$ cat src/logic/olg_consts.svh
// Constants of the octal line interface global control register bank
// Assumes an eight-bit host port sampled on the system clock
`ifndef OLG_CONSTS_SVH
`define OLG_CONSTS_SVH

// ----------------------------------------------------------------------
// Register offsets
// ----------------------------------------------------------------------
`define OLG_A_DRV_STATUS 8'h05
`define OLG_A_DRV_MASK   8'h07
`define OLG_A_DRV_FLAGS  8'h09
`define OLG_A_SOFT_RST   8'h0a
`define OLG_A_MON        8'h0b
`define OLG_A_LOOP       8'h0c
`define OLG_A_CRIT       8'h0d
`define OLG_A_AUTO1      8'h0e
`define OLG_A_GLOBAL     8'h0f
`define OLG_A_TPTR       8'h10
`define OLG_A_TMPL       8'h11

// ----------------------------------------------------------------------
// Reset values
// ----------------------------------------------------------------------
`define OLG_RST_BYTE 8'h00
`define OLG_RST_SOFT 8'hff
`define OLG_RST_TMPL 3'h0

// ----------------------------------------------------------------------
// Field positions and codes
// ----------------------------------------------------------------------
`define OLG_G_AIS    6
`define OLG_G_SCP    5
`define OLG_G_AMI    4
`define OLG_G_DEPTH  3
`define OLG_G_BW     2
`define OLG_G_JA_HI  1
`define OLG_G_JA_LO  0
`define OLG_M_TX     3
`define OLG_JA_TX    2'h1
`define OLG_JA_RX    2'h3

// ----------------------------------------------------------------------
// Timing
// ----------------------------------------------------------------------
`define OLG_SRST_NS 1000
`define OLG_CLK_NS  40

`endif

$ cat src/logic/olg_pkg.sv
// Types of the octal line interface global control register bank
// Assumes one system clock domain
package olg_pkg;

    typedef enum logic {
        olg_run,
        olg_clear
    } olg_mode_t;

    typedef struct packed {
        olg_mode_t  mode;
        logic [4:0] cnt;
        logic       srst_on;
        logic [7:0] df_meta;
        logic [7:0] df_sync;
        logic [7:0] df_prev;
        logic [7:0] los_meta;
        logic [7:0] los_sync;
        logic       e1_meta;
        logic       e1_sync;
        logic [7:0] flags;
        logic [7:0] mask;
        logic [7:0] mon;
        logic [7:0] digital_loopback_enables;
        logic [7:0] loss_alarm_criteria;
        logic [7:0] auto_all_ones_enables;
        logic [7:0] global_settings;
        logic [7:0] tptr;
        logic [7:0] rdata;
        logic [7:0] crit;
        logic [7:0] tx1;
        logic [7:0] ais;
        logic       mon_rx;
        logic       mon_tx;
        logic [2:0] mon_ch;
        logic       scp_en;
        logic       ja_tx;
        logic       ja_rx;
    } olg_state_t;

    typedef struct packed {
        logic [7:0][2:0] word;
    } olg_mem_t;

endpackage

$ cat src/logic/olg_ctrl_regs.sv
// Global control register bank of the octal line interface
// Assumes host strobes on the system clock; line status pins are async
`timescale 1ns/1ps
`include "olg_consts.svh"
module olg_ctrl_regs (
    input  wire logic            i_sys_clk,
    input  wire logic            i_rstn,
    input  wire logic [7:0]      i_host_addr,
    input  wire logic [7:0]      i_host_wdata,
    input  wire logic            i_host_wr,
    input  wire logic            i_host_rd,
    input  wire logic [7:0]      i_drv_fault,
    input  wire logic [7:0]      i_los,
    input  wire logic            i_e1_mode,
    output logic      [7:0]      o_host_rdata,
    output logic                 o_soft_reset_active,
    output logic      [7:0]      o_loopback,
    output logic      [7:0]      o_criteria_ets,
    output logic      [7:0]      o_tx_all_ones,
    output logic      [7:0]      o_ais_insert,
    output logic                 o_short_protect_en,
    output logic                 o_ami_sel,
    output logic                 o_ja_depth64,
    output logic                 o_ja_wide_bw,
    output logic                 o_ja_tx,
    output logic                 o_ja_rx,
    output logic                 o_mon_rx_en,
    output logic                 o_mon_tx_en,
    output logic      [2:0]      o_mon_channel,
    output logic      [7:0][2:0] o_pulse_template_select
);
    // ------------------------------------------------------------------
    // Timing
    // ------------------------------------------------------------------
    localparam int SrstCycles =
        (`OLG_SRST_NS + `OLG_CLK_NS - 1) / `OLG_CLK_NS;
    localparam logic [4:0] SrstLoad = 5'(SrstCycles - 1);

    olg_pkg::olg_state_t st;
    olg_pkg::olg_state_t next_st;
    logic [7:0]          set_vec;
    logic [7:0]          clr_vec;
    logic                tmpl_we;
    logic                host_wr_ok;
    logic [7:0][2:0]     tmpl_words;

    // ------------------------------------------------------------------
    // Flag causes
    // ------------------------------------------------------------------
    assign set_vec    = (st.df_sync ^ st.df_prev) & st.mask;
    assign clr_vec    = (i_host_rd && (i_host_addr == `OLG_A_DRV_STATUS))
                        ? 8'hff : 8'h00;
    assign host_wr_ok = i_host_wr && (st.mode == olg_pkg::olg_run);

    // ------------------------------------------------------------------
    // Next state
    // ------------------------------------------------------------------
    always_comb begin
        next_st          = st;
        tmpl_we          = 1'b0;
        next_st.df_meta  = i_drv_fault;
        next_st.df_sync  = st.df_meta;
        next_st.df_prev  = st.df_sync;
        next_st.los_meta = i_los;
        next_st.los_sync = st.los_meta;
        next_st.e1_meta  = i_e1_mode;
        next_st.e1_sync  = st.e1_meta;
        if (st.mode == olg_pkg::olg_clear) begin
            next_st.flags = `OLG_RST_BYTE;
            next_st.mask  = `OLG_RST_BYTE;
            next_st.mon   = `OLG_RST_BYTE;
            next_st.digital_loopback_enables   = `OLG_RST_BYTE;
            next_st.loss_alarm_criteria   = `OLG_RST_BYTE;
            next_st.auto_all_ones_enables  = `OLG_RST_BYTE;
            next_st.global_settings   = `OLG_RST_BYTE;
            next_st.tptr  = `OLG_RST_BYTE;
            if (st.cnt == 5'h00) begin
                next_st.mode = olg_pkg::olg_run;
            end else begin
                next_st.cnt = st.cnt - 5'h01;
            end
        end else begin
            next_st.flags = (st.flags & ~clr_vec) | set_vec;
            if (host_wr_ok) begin
                if (i_host_addr == `OLG_A_DRV_MASK) begin
                    next_st.mask = i_host_wdata;
                end else if (i_host_addr == `OLG_A_SOFT_RST) begin
                    next_st.mode = olg_pkg::olg_clear;
                    next_st.cnt  = SrstLoad;
                end else if (i_host_addr == `OLG_A_MON) begin
                    next_st.mon = i_host_wdata;
                end else if (i_host_addr == `OLG_A_LOOP) begin
                    next_st.digital_loopback_enables = i_host_wdata;
                end else if (i_host_addr == `OLG_A_CRIT) begin
                    next_st.loss_alarm_criteria = i_host_wdata;
                end else if (i_host_addr == `OLG_A_AUTO1) begin
                    next_st.auto_all_ones_enables = i_host_wdata;
                end else if (i_host_addr == `OLG_A_GLOBAL) begin
                    next_st.global_settings = i_host_wdata;
                end else if (i_host_addr == `OLG_A_TPTR) begin
                    next_st.tptr = i_host_wdata;
                end else if (i_host_addr == `OLG_A_TMPL) begin
                    tmpl_we = 1'b1;
                end
            end
        end
        if (i_host_rd) begin
            if (i_host_addr == `OLG_A_DRV_STATUS) begin
                next_st.rdata = st.df_sync;
            end else if (i_host_addr == `OLG_A_DRV_MASK) begin
                next_st.rdata = st.mask;
            end else if (i_host_addr == `OLG_A_DRV_FLAGS) begin
                next_st.rdata = st.flags;
            end else if (i_host_addr == `OLG_A_SOFT_RST) begin
                next_st.rdata = `OLG_RST_SOFT;
            end else if (i_host_addr == `OLG_A_MON) begin
                next_st.rdata = st.mon;
            end else if (i_host_addr == `OLG_A_LOOP) begin
                next_st.rdata = st.digital_loopback_enables;
            end else if (i_host_addr == `OLG_A_CRIT) begin
                next_st.rdata = st.loss_alarm_criteria;
            end else if (i_host_addr == `OLG_A_AUTO1) begin
                next_st.rdata = st.auto_all_ones_enables;
            end else if (i_host_addr == `OLG_A_GLOBAL) begin
                next_st.rdata = st.global_settings;
            end else if (i_host_addr == `OLG_A_TPTR) begin
                next_st.rdata = st.tptr;
            end else if (i_host_addr == `OLG_A_TMPL) begin
                next_st.rdata = {5'h00, tmpl_words[st.tptr[2:0]]};
            end else begin
                next_st.rdata = 8'h00;
            end
        end
        next_st.srst_on = (next_st.mode == olg_pkg::olg_clear);
        next_st.tx1     = next_st.auto_all_ones_enables & next_st.los_sync;
        next_st.ais     = {8{next_st.global_settings[`OLG_G_AIS]}}
                          & next_st.los_sync;
        next_st.crit    = next_st.loss_alarm_criteria & {8{next_st.e1_sync}};
        next_st.mon_ch  = next_st.mon[2:0];
        next_st.mon_rx  = !next_st.mon[`OLG_M_TX]
                          && (next_st.mon[2:0] != 3'h0);
        next_st.mon_tx  = next_st.mon[`OLG_M_TX]
                          && (next_st.mon[2:0] != 3'h0);
        next_st.scp_en  = !next_st.global_settings[`OLG_G_SCP];
        next_st.ja_tx   = next_st.global_settings[`OLG_G_JA_HI:`OLG_G_JA_LO]
                          == `OLG_JA_TX;
        next_st.ja_rx   = next_st.global_settings[`OLG_G_JA_HI:`OLG_G_JA_LO]
                          == `OLG_JA_RX;
    end

    always_ff @(posedge i_sys_clk or negedge i_rstn) begin
        if (!i_rstn) begin
            st        <= '0;
            st.scp_en <= 1'b1;
        end else begin
            st <= next_st;
        end
    end

    // ------------------------------------------------------------------
    // Template store
    // ------------------------------------------------------------------
    olg_tmpl_mem u_tmpl (
        .i_sys_clk (i_sys_clk),
        .i_rstn    (i_rstn),
        .i_clear   (st.srst_on),
        .i_we      (tmpl_we),
        .i_addr    (st.tptr[2:0]),
        .i_wdata   (i_host_wdata[2:0]),
        .o_words   (tmpl_words)
    );

    // ------------------------------------------------------------------
    // Outputs
    // ------------------------------------------------------------------
    assign o_host_rdata            = st.rdata;
    assign o_soft_reset_active     = st.srst_on;
    assign o_loopback              = st.digital_loopback_enables;
    assign o_criteria_ets          = st.crit;
    assign o_tx_all_ones           = st.tx1;
    assign o_ais_insert            = st.ais;
    assign o_short_protect_en      = st.scp_en;
    assign o_ami_sel               = st.global_settings[`OLG_G_AMI];
    assign o_ja_depth64            = st.global_settings[`OLG_G_DEPTH];
    assign o_ja_wide_bw            = st.global_settings[`OLG_G_BW];
    assign o_ja_tx                 = st.ja_tx;
    assign o_ja_rx                 = st.ja_rx;
    assign o_mon_rx_en             = st.mon_rx;
    assign o_mon_tx_en             = st.mon_tx;
    assign o_mon_channel           = st.mon_ch;
    assign o_pulse_template_select = tmpl_words;
endmodule

$ cat src/logic/olg_tmpl_mem.sv
// Per-channel pulse template store, eight words of three bits
// Assumes write strobe and clear come from logic on the same clock
`timescale 1ns/1ps
`include "olg_consts.svh"
module olg_tmpl_mem (
    input  wire logic            i_sys_clk,
    input  wire logic            i_rstn,
    input  wire logic            i_clear,
    input  wire logic            i_we,
    input  wire logic [2:0]      i_addr,
    input  wire logic [2:0]      i_wdata,
    output logic      [7:0][2:0] o_words
);
    olg_pkg::olg_mem_t st;
    olg_pkg::olg_mem_t next_st;

    always_comb begin
        next_st = st;
        for (int i = 0; i < 8; i++) begin
            if (i_clear) begin
                next_st.word[i] = `OLG_RST_TMPL;
            end else if (i_we && (i_addr == 3'(i))) begin
                next_st.word[i] = i_wdata;
            end
        end
    end

    always_ff @(posedge i_sys_clk or negedge i_rstn) begin
        if (!i_rstn) begin
            st <= '0;
        end else begin
            st <= next_st;
        end
    end

    assign o_words = st.word;
endmodule

$ cat config.mk
export PLATFORM = sky130hd
export DESIGN_NAME = olg_ctrl_regs
export DESIGN_NICKNAME = d
export VERILOG_FILES = /design/src/logic/olg_pkg.sv /design/src/logic/olg_ctrl_regs.sv /design/src/logic/olg_tmpl_mem.sv
export VERILOG_INCLUDE_DIRS = /design/src /design/src/logic
export SDC_FILE = /design/constraint.sdc
export NUM_CORES = 1
export LEC_CHECK = 0
export BUFFER_PORTS_ARGS = -buffer_cell sky130_fd_sc_hd__buf_4
export CORE_ASPECT_RATIO = 0.75
export CORE_UTILIZATION = 40
export CTS_BUF_LIST = sky130_fd_sc_hd__clkbuf_8 sky130_fd_sc_hd__clkbuf_16
export CTS_CLUSTER_DIAMETER = 120
export DETAILED_ROUTE_END_ITERATION = 10
export PLACE_DENSITY_LB_ADDON = 0.12
export RECOVER_POWER = 100
export SLEW_MARGIN = 10
export SYNTH_ARGS = -nofsm -noshare
export SYNTH_HDL_FRONTEND = slang
export SYNTH_SLANG_ARGS = --single-unit
$ cat constraint.sdc
create_clock -name i_sys_clk -period 2.6 [get_ports i_sys_clk]
set_clock_uncertainty 0.1 [all_clocks]
set_input_delay 0.52 -clock i_sys_clk [delete_from_list [all_inputs] [get_ports i_sys_clk]]
set_output_delay 0.52 -clock i_sys_clk [all_outputs]
set_load 0.02 [all_outputs]
### Yosys cells after proc, flatten, opt, wreduce, memory -nomap -nowiden

Index checks and enable logic that the tools add are counted.

| word-level totals | value |
|---|---|
| flip-flop bits (word level) | 167 |
| input port bits | 37 |
| output and inout port bits | 76 |
| logic and storage cells | 175 |

| cells by class | value |
|---|---|
| add/subtract/negate cells | 1 |
| magnitude comparators | 1 |
| equality and inequality tests | 28 |
| multiplexer cells | 63 |
| bitwise operators | 9 |
| reductions and logical operators | 38 |

Operator list:

| cell | number |
|---|---|
| 8-bit 2-to-1 mux | 19 |
| 48-bit 2-to-1 mux | 2 |
| 64-bit 2-to-1 mux | 1 |
| 8-bit by 4-bit == test with 1-bit output (second input constant) | 7 |
| 56-bit 2-to-1 mux | 1 |
| 3-bit 2-to-1 mux | 18 |
| 8-bit bitwise AND | 5 |
| 40-bit 2-to-1 mux | 1 |
| 32-bit 2-to-1 mux | 1 |
| 2-bit nonzero test | 15 |
| 24-bit 2-to-1 mux | 1 |
| 6-bit 2-to-1 mux | 4 |
| 8-bit by 3-bit == test with 1-bit output (second input constant) | 2 |
| 8-bit by 5-bit == test with 1-bit output (second input constant) | 2 |
| 16-bit 2-to-1 mux | 1 |
| 2-bit inequality test (second input constant) | 8 |
| 3-bit == test (second input constant) | 4 |
| 1-bit logical AND | 12 |
| 1-bit 2-to-1 mux | 12 |
| 3-bit binary-select mux with 3-bit select | 1 |
| 9-bit AND reduction | 1 |
| 8-bit inverter | 1 |
| 8-bit OR | 1 |
| 4-bit AND reduction | 2 |
| 16 further kinds | 18 |

### Logic depth before layout (Yosys ltp)

| logic depth | value |
|---|---|
| depth after elaboration | 15 |
| mapped depth | 8 |
| gate-level depth less buffers | 7 |

### Modules after synthesis

Synthesis repeated with hierarchy kept, for this count alone.

| unflattened totals | value |
|---|---|
| cells, all modules | 636 |
| area total of the unflattened synthesis | 7405.9 µm² |

Modules (own cells, without submodules):

| module | times used | cells an instance | area an instance (µm²) | sequential area each (µm²) |
|---|---|---|---|---|
| olg_ctrl_regs | 1 | 547 | 6282.3 | 3504.6 |
| olg_tmpl_mem | 1 | 89 | 1123.6 | 600.6 |

### Least setup slack after synthesis

No wires, ideal clock.

| path | value |
|---|---|
| path type | input-to-reg |
| start | input i_host_addr[5] |
| end | register st, in the netlist o_ais_insert[0] |
| setup time | 0.066 ns |
| data arrival time | 2.296 ns |
| required time | 2.434 ns |
| path slack | 0.138 ns |
| stages | 7 |
| path buffers | 2 |
| path through | or4_4 -> buf_6 -> or4_4 -> buf_6 -> mux2i_1 -> nor2_1 -> and2_1 |

RTL lines:

| what | RTL line | source |
|---|---|---|
| from (decl) | olg_ctrl_regs.sv:8 | `input wire logic [7:0] i_host_addr,` |
| to (signal assigned) | olg_ctrl_regs.sv:156 | `st <= next_st;` |
| to (decl) | olg_ctrl_regs.sv:39 | `olg_pkg::olg_state_t st;` |

==> results.txt <==
CTS sink cnt = 164
Initial antenna violation count = 0
CORE AREA = 0.01797 mm²
#FFs+latches synth = 164
Final hold vios = 0
CTS tree = yes
Final antenna-violating net count = 0
H-tree depth = 4
Cts repair resizes = 0
CP max stage delay = 0.60 ns
VDD IR max = 0.0003525 V
GR Overflow Total = 0
Async S/R FF share, synth = 100.0%
Sequential area share after synthesis = 54.97%
# DRC = 0
Vias in the first global route = 5440
Starting DRT DRC Count = 398
Critical Path Start = i_host_addr[5]
Startpoint Class = primary input
Placed insts = 983
Clk root buf = clkbuf_16
Crit path kind = in2reg
Hold Crit Start = i_drv_fault[3]
Yosys top cell area share = 54.62%
Die Y = 120.3 µm
Commonest non-fill, non-tap cell in the layout = dfrtp_1
IO Pins = 113
Period utilization = 90.05%
Via count = 5369
Synthesis warning total = 0
Final Power = 5599 µW
Req. time, crit path = 2.85 ns
Sequential share of power = 47.6%
RSZ-0062 raised after global routing = no
Placed inst area = 0.008432 mm²
Pwr/cell area = 646.7 mW/mm²
Die ar. = 0.01923 mm²
Syn Nets = 715
Sw Ratio = 23.47%
Clock Path Buffers = 2
Combinational share of power = 5.8%
Fin cells = 1016
Slowest CP cell = or4_1
Critical path buffer and inverter count = 1
First-pass GRT wire length = 30.61 mm
Dominant cell type by area after synthesis = dfrtp_1
Final Setup Violations = 0
Static Leak = 0.004302 µW
Die width = 159.8 µm
Clk network pwr share = 46.6%
P&R area growth vs syn = 15.92%
Slew headroom = 8.310%
Top post-synthesis cells by area = dfrtp_1, mux2i_1, nor2_1
CTS Buf Count = 17
Crit-path cells = clkbuf_1 -> or4_1 -> or4_4 -> mux2i_1 -> nor2_1 -> and2_0
Post-route minimum period = 2.341 ns
DR vias/cell = 5.284
Design area = 0.008657 mm²
Most frequent cells in the layout = dfrtp_1, nor2_1, clkbuf_1, mux2i_1, buf_4
Synth cell types = 60
IO Port Bufs = 112
Routability cong. = 0.8257
HP Class = in2reg
Share of cells above drive strength 1 = 14.21%
Layout Nets = 799
Largest net degree at the start of global routing = 101
FILL cells = 1740
Worst Tran Pin Value = 1.375 ns
Status = finished, final reports clean
Count of pins over their slew limit = 0
Delay-heaviest family, CP = simple AND/OR/NAND/NOR gates
Crit path DAT = 2.59 ns
DRT Pass-1 Iters = 5
Total GRT Usage = 20.84%
Max-cap violations = 0
Later-pin clock latency in the skew report = 0.42 ns
Post-synth top flop = dfrtp_1
Wire length per cell = 18.69 µm
Clk slew on worst S/H paths = 0.06 ns
Setup Fix Bufs, Post-CTS = 0
Cell Area, Synth = 0.007468 mm²
Synth Instances = 677
Detail Placement HPWL = 13.18 mm
CP max FO = 9
Syn Area/Cell = 11.03 µm²
Rows = 42
Initial Util = 41.56%
Sw power = 1314 µW
RR Startpoint = st[147]
Drt total wl = 18.99 mm
Maximum clock rate = 0.4271 GHz
Pint = 4284 µW
# diodes = 0
EDFF count, synth = 0
Post-CTS Hold Fix Bufs = 1
Endpoint class of the critical path = flop
[flip-flops by register name, summed over array words and instances (netlist names)]
name and cells:
next_st 25, o_soft_reset_active 1, o_ja_wide_bw 1, o_ja_tx 1, st 64, o_host_rdata 8, o_ja_depth64 1, o_ja_rx 1
o_ami_sel 1, o_short_protect_en 1, u_tmpl.o_words 24, o_criteria_ets 8, o_loopback 8, o_mon_rx_en 1, o_ais_insert 8, o_mon_tx_en 1
o_mon_channel 2, o_tx_all_ones 8
[worst register-to-register path: cells and delay by family (launching register included)]
| family | cells | cell delay [ns] |
|---|---|---|
| compound gates | 1 | 0.48 |
| xor+xnor | 1 | 0.16 |
| fa+ha+maj | 1 | 0.16 |
| buf+inv | 1 | 0.07 |
| flops | 1 | 0.41 |
| simple gates | 3 | 0.74 |
[kinds of logic (layout without fill, tap and decap cells)]
| logic type | after synthesis | count (layout) | synth area share [%] |
|---|---|---|---|
| and+or+nand+nor | 236 | 236 | 15.98 |
| xor gates and xnor gates | 10 | 10 | 1.173 |
| adders and majority gates | 1 | 1 | 0.1675 |
| AOI/OAI and AO/OA | 83 | 83 | 7.489 |
| buffers and inverters | 93 | 190 | 7.070 |
| muxes | 90 | 90 | 13.15 |
| DFF | 164 | 164 | 54.97 |
[final cells by class]
cell class                 instances  area [µm²]  area share [%]
clock buffer                      18       439.2           5.073
clock inverter                    14       172.7           1.995
timing repair buffer             146       792.0           9.149
inverter                          12       45.04          0.5203
multi-input combinational        420        2799           32.33
sequential                       164        4106           47.43
tap                              242       302.8           3.498
[metal layers]
| metal | wire length (µm) | vias up | track usage [%] |
|---|---|---|---|
| met2 | 8754 | 171 | 32.34 |
| met5 | 0 | - | 0 |
| met4 | 152 | 0 | 4.405 |
| met3 | 1212 | 10 | 6.244 |
| li1 | - | 2478 | - |
| met1 | 8872 | 2710 | 28.89 |
[power by group through the flow]
stage | clock, µW | sequential [µW] | combinational, µW
global placement | 0 | 2710 | 346
detailed placement | 0 | 2710 | 352
floorplan | 0 | 2700 | 170
global route | 2770 | 2670 | 366
finish | 2610 | 2660 | 327
CTS | 2670 | 2660 | 355
[synthesized netlist by cell type (2+ instances only)]
cell type  number
dfrtp_1       163
nor2_1        105
mux2i_1        79
buf_4          43
clkbuf_1       32
nand2_1        28
nand3_1        24
a21oi_1        21
o21ai_0        17
a22oi_1        13
nor2b_1        13
inv_1          12
and2_1          9
nand2b_1        9
or3_1           9
xor2_1          9
nor3b_1         8
mux4_2          6
a221oi_1        5
mux2_2          5
nor3_1          5
a221o_1         4
nor4_1          3
nor4_2          3
o311ai_0        3
a211oi_1        2
a31oi_1         2
a32o_1          2
buf_1           2
buf_2           2
buf_6           2
nand3b_1        2
nand4_1         2
nand4b_1        2
o211ai_1        2
o22ai_1         2
or2_2           2
or3b_2          2
or4_4           2
[path summary, 6_finish.rpt]
path | endpoint | slack [ns] | depth (start not counted)
max reg2reg | st[149] | 0.35 | 7
min | next_st[133] | 0.12 | 1
max in group asynchronous | o_short_protect_en | 0.45 | 3
max | o_ais_insert[1] | 0.26 | 6
min reg2reg | next_st[123] | 0.24 | 0
min in group asynchronous | st[42] | 0.87 | 2
[per-stage QoR]
step           hold slack (ns)  TNS [ns]  utilization [%]  setup WS, ns
2_1_floorplan           0.1244         0                -        0.1377
3_3_place_gp            0.2326   -0.6414            46.92      -0.08236
3_5_place_dp            0.2362    -1.164            46.92       -0.1565
4_1_cts                0.08013         0            50.38        0.2718
5_1_grt                0.09579         0            48.17       0.08952
6_report                0.1234         0            48.17        0.2586
No activity file was read; power rests on OpenSTA's default activity.
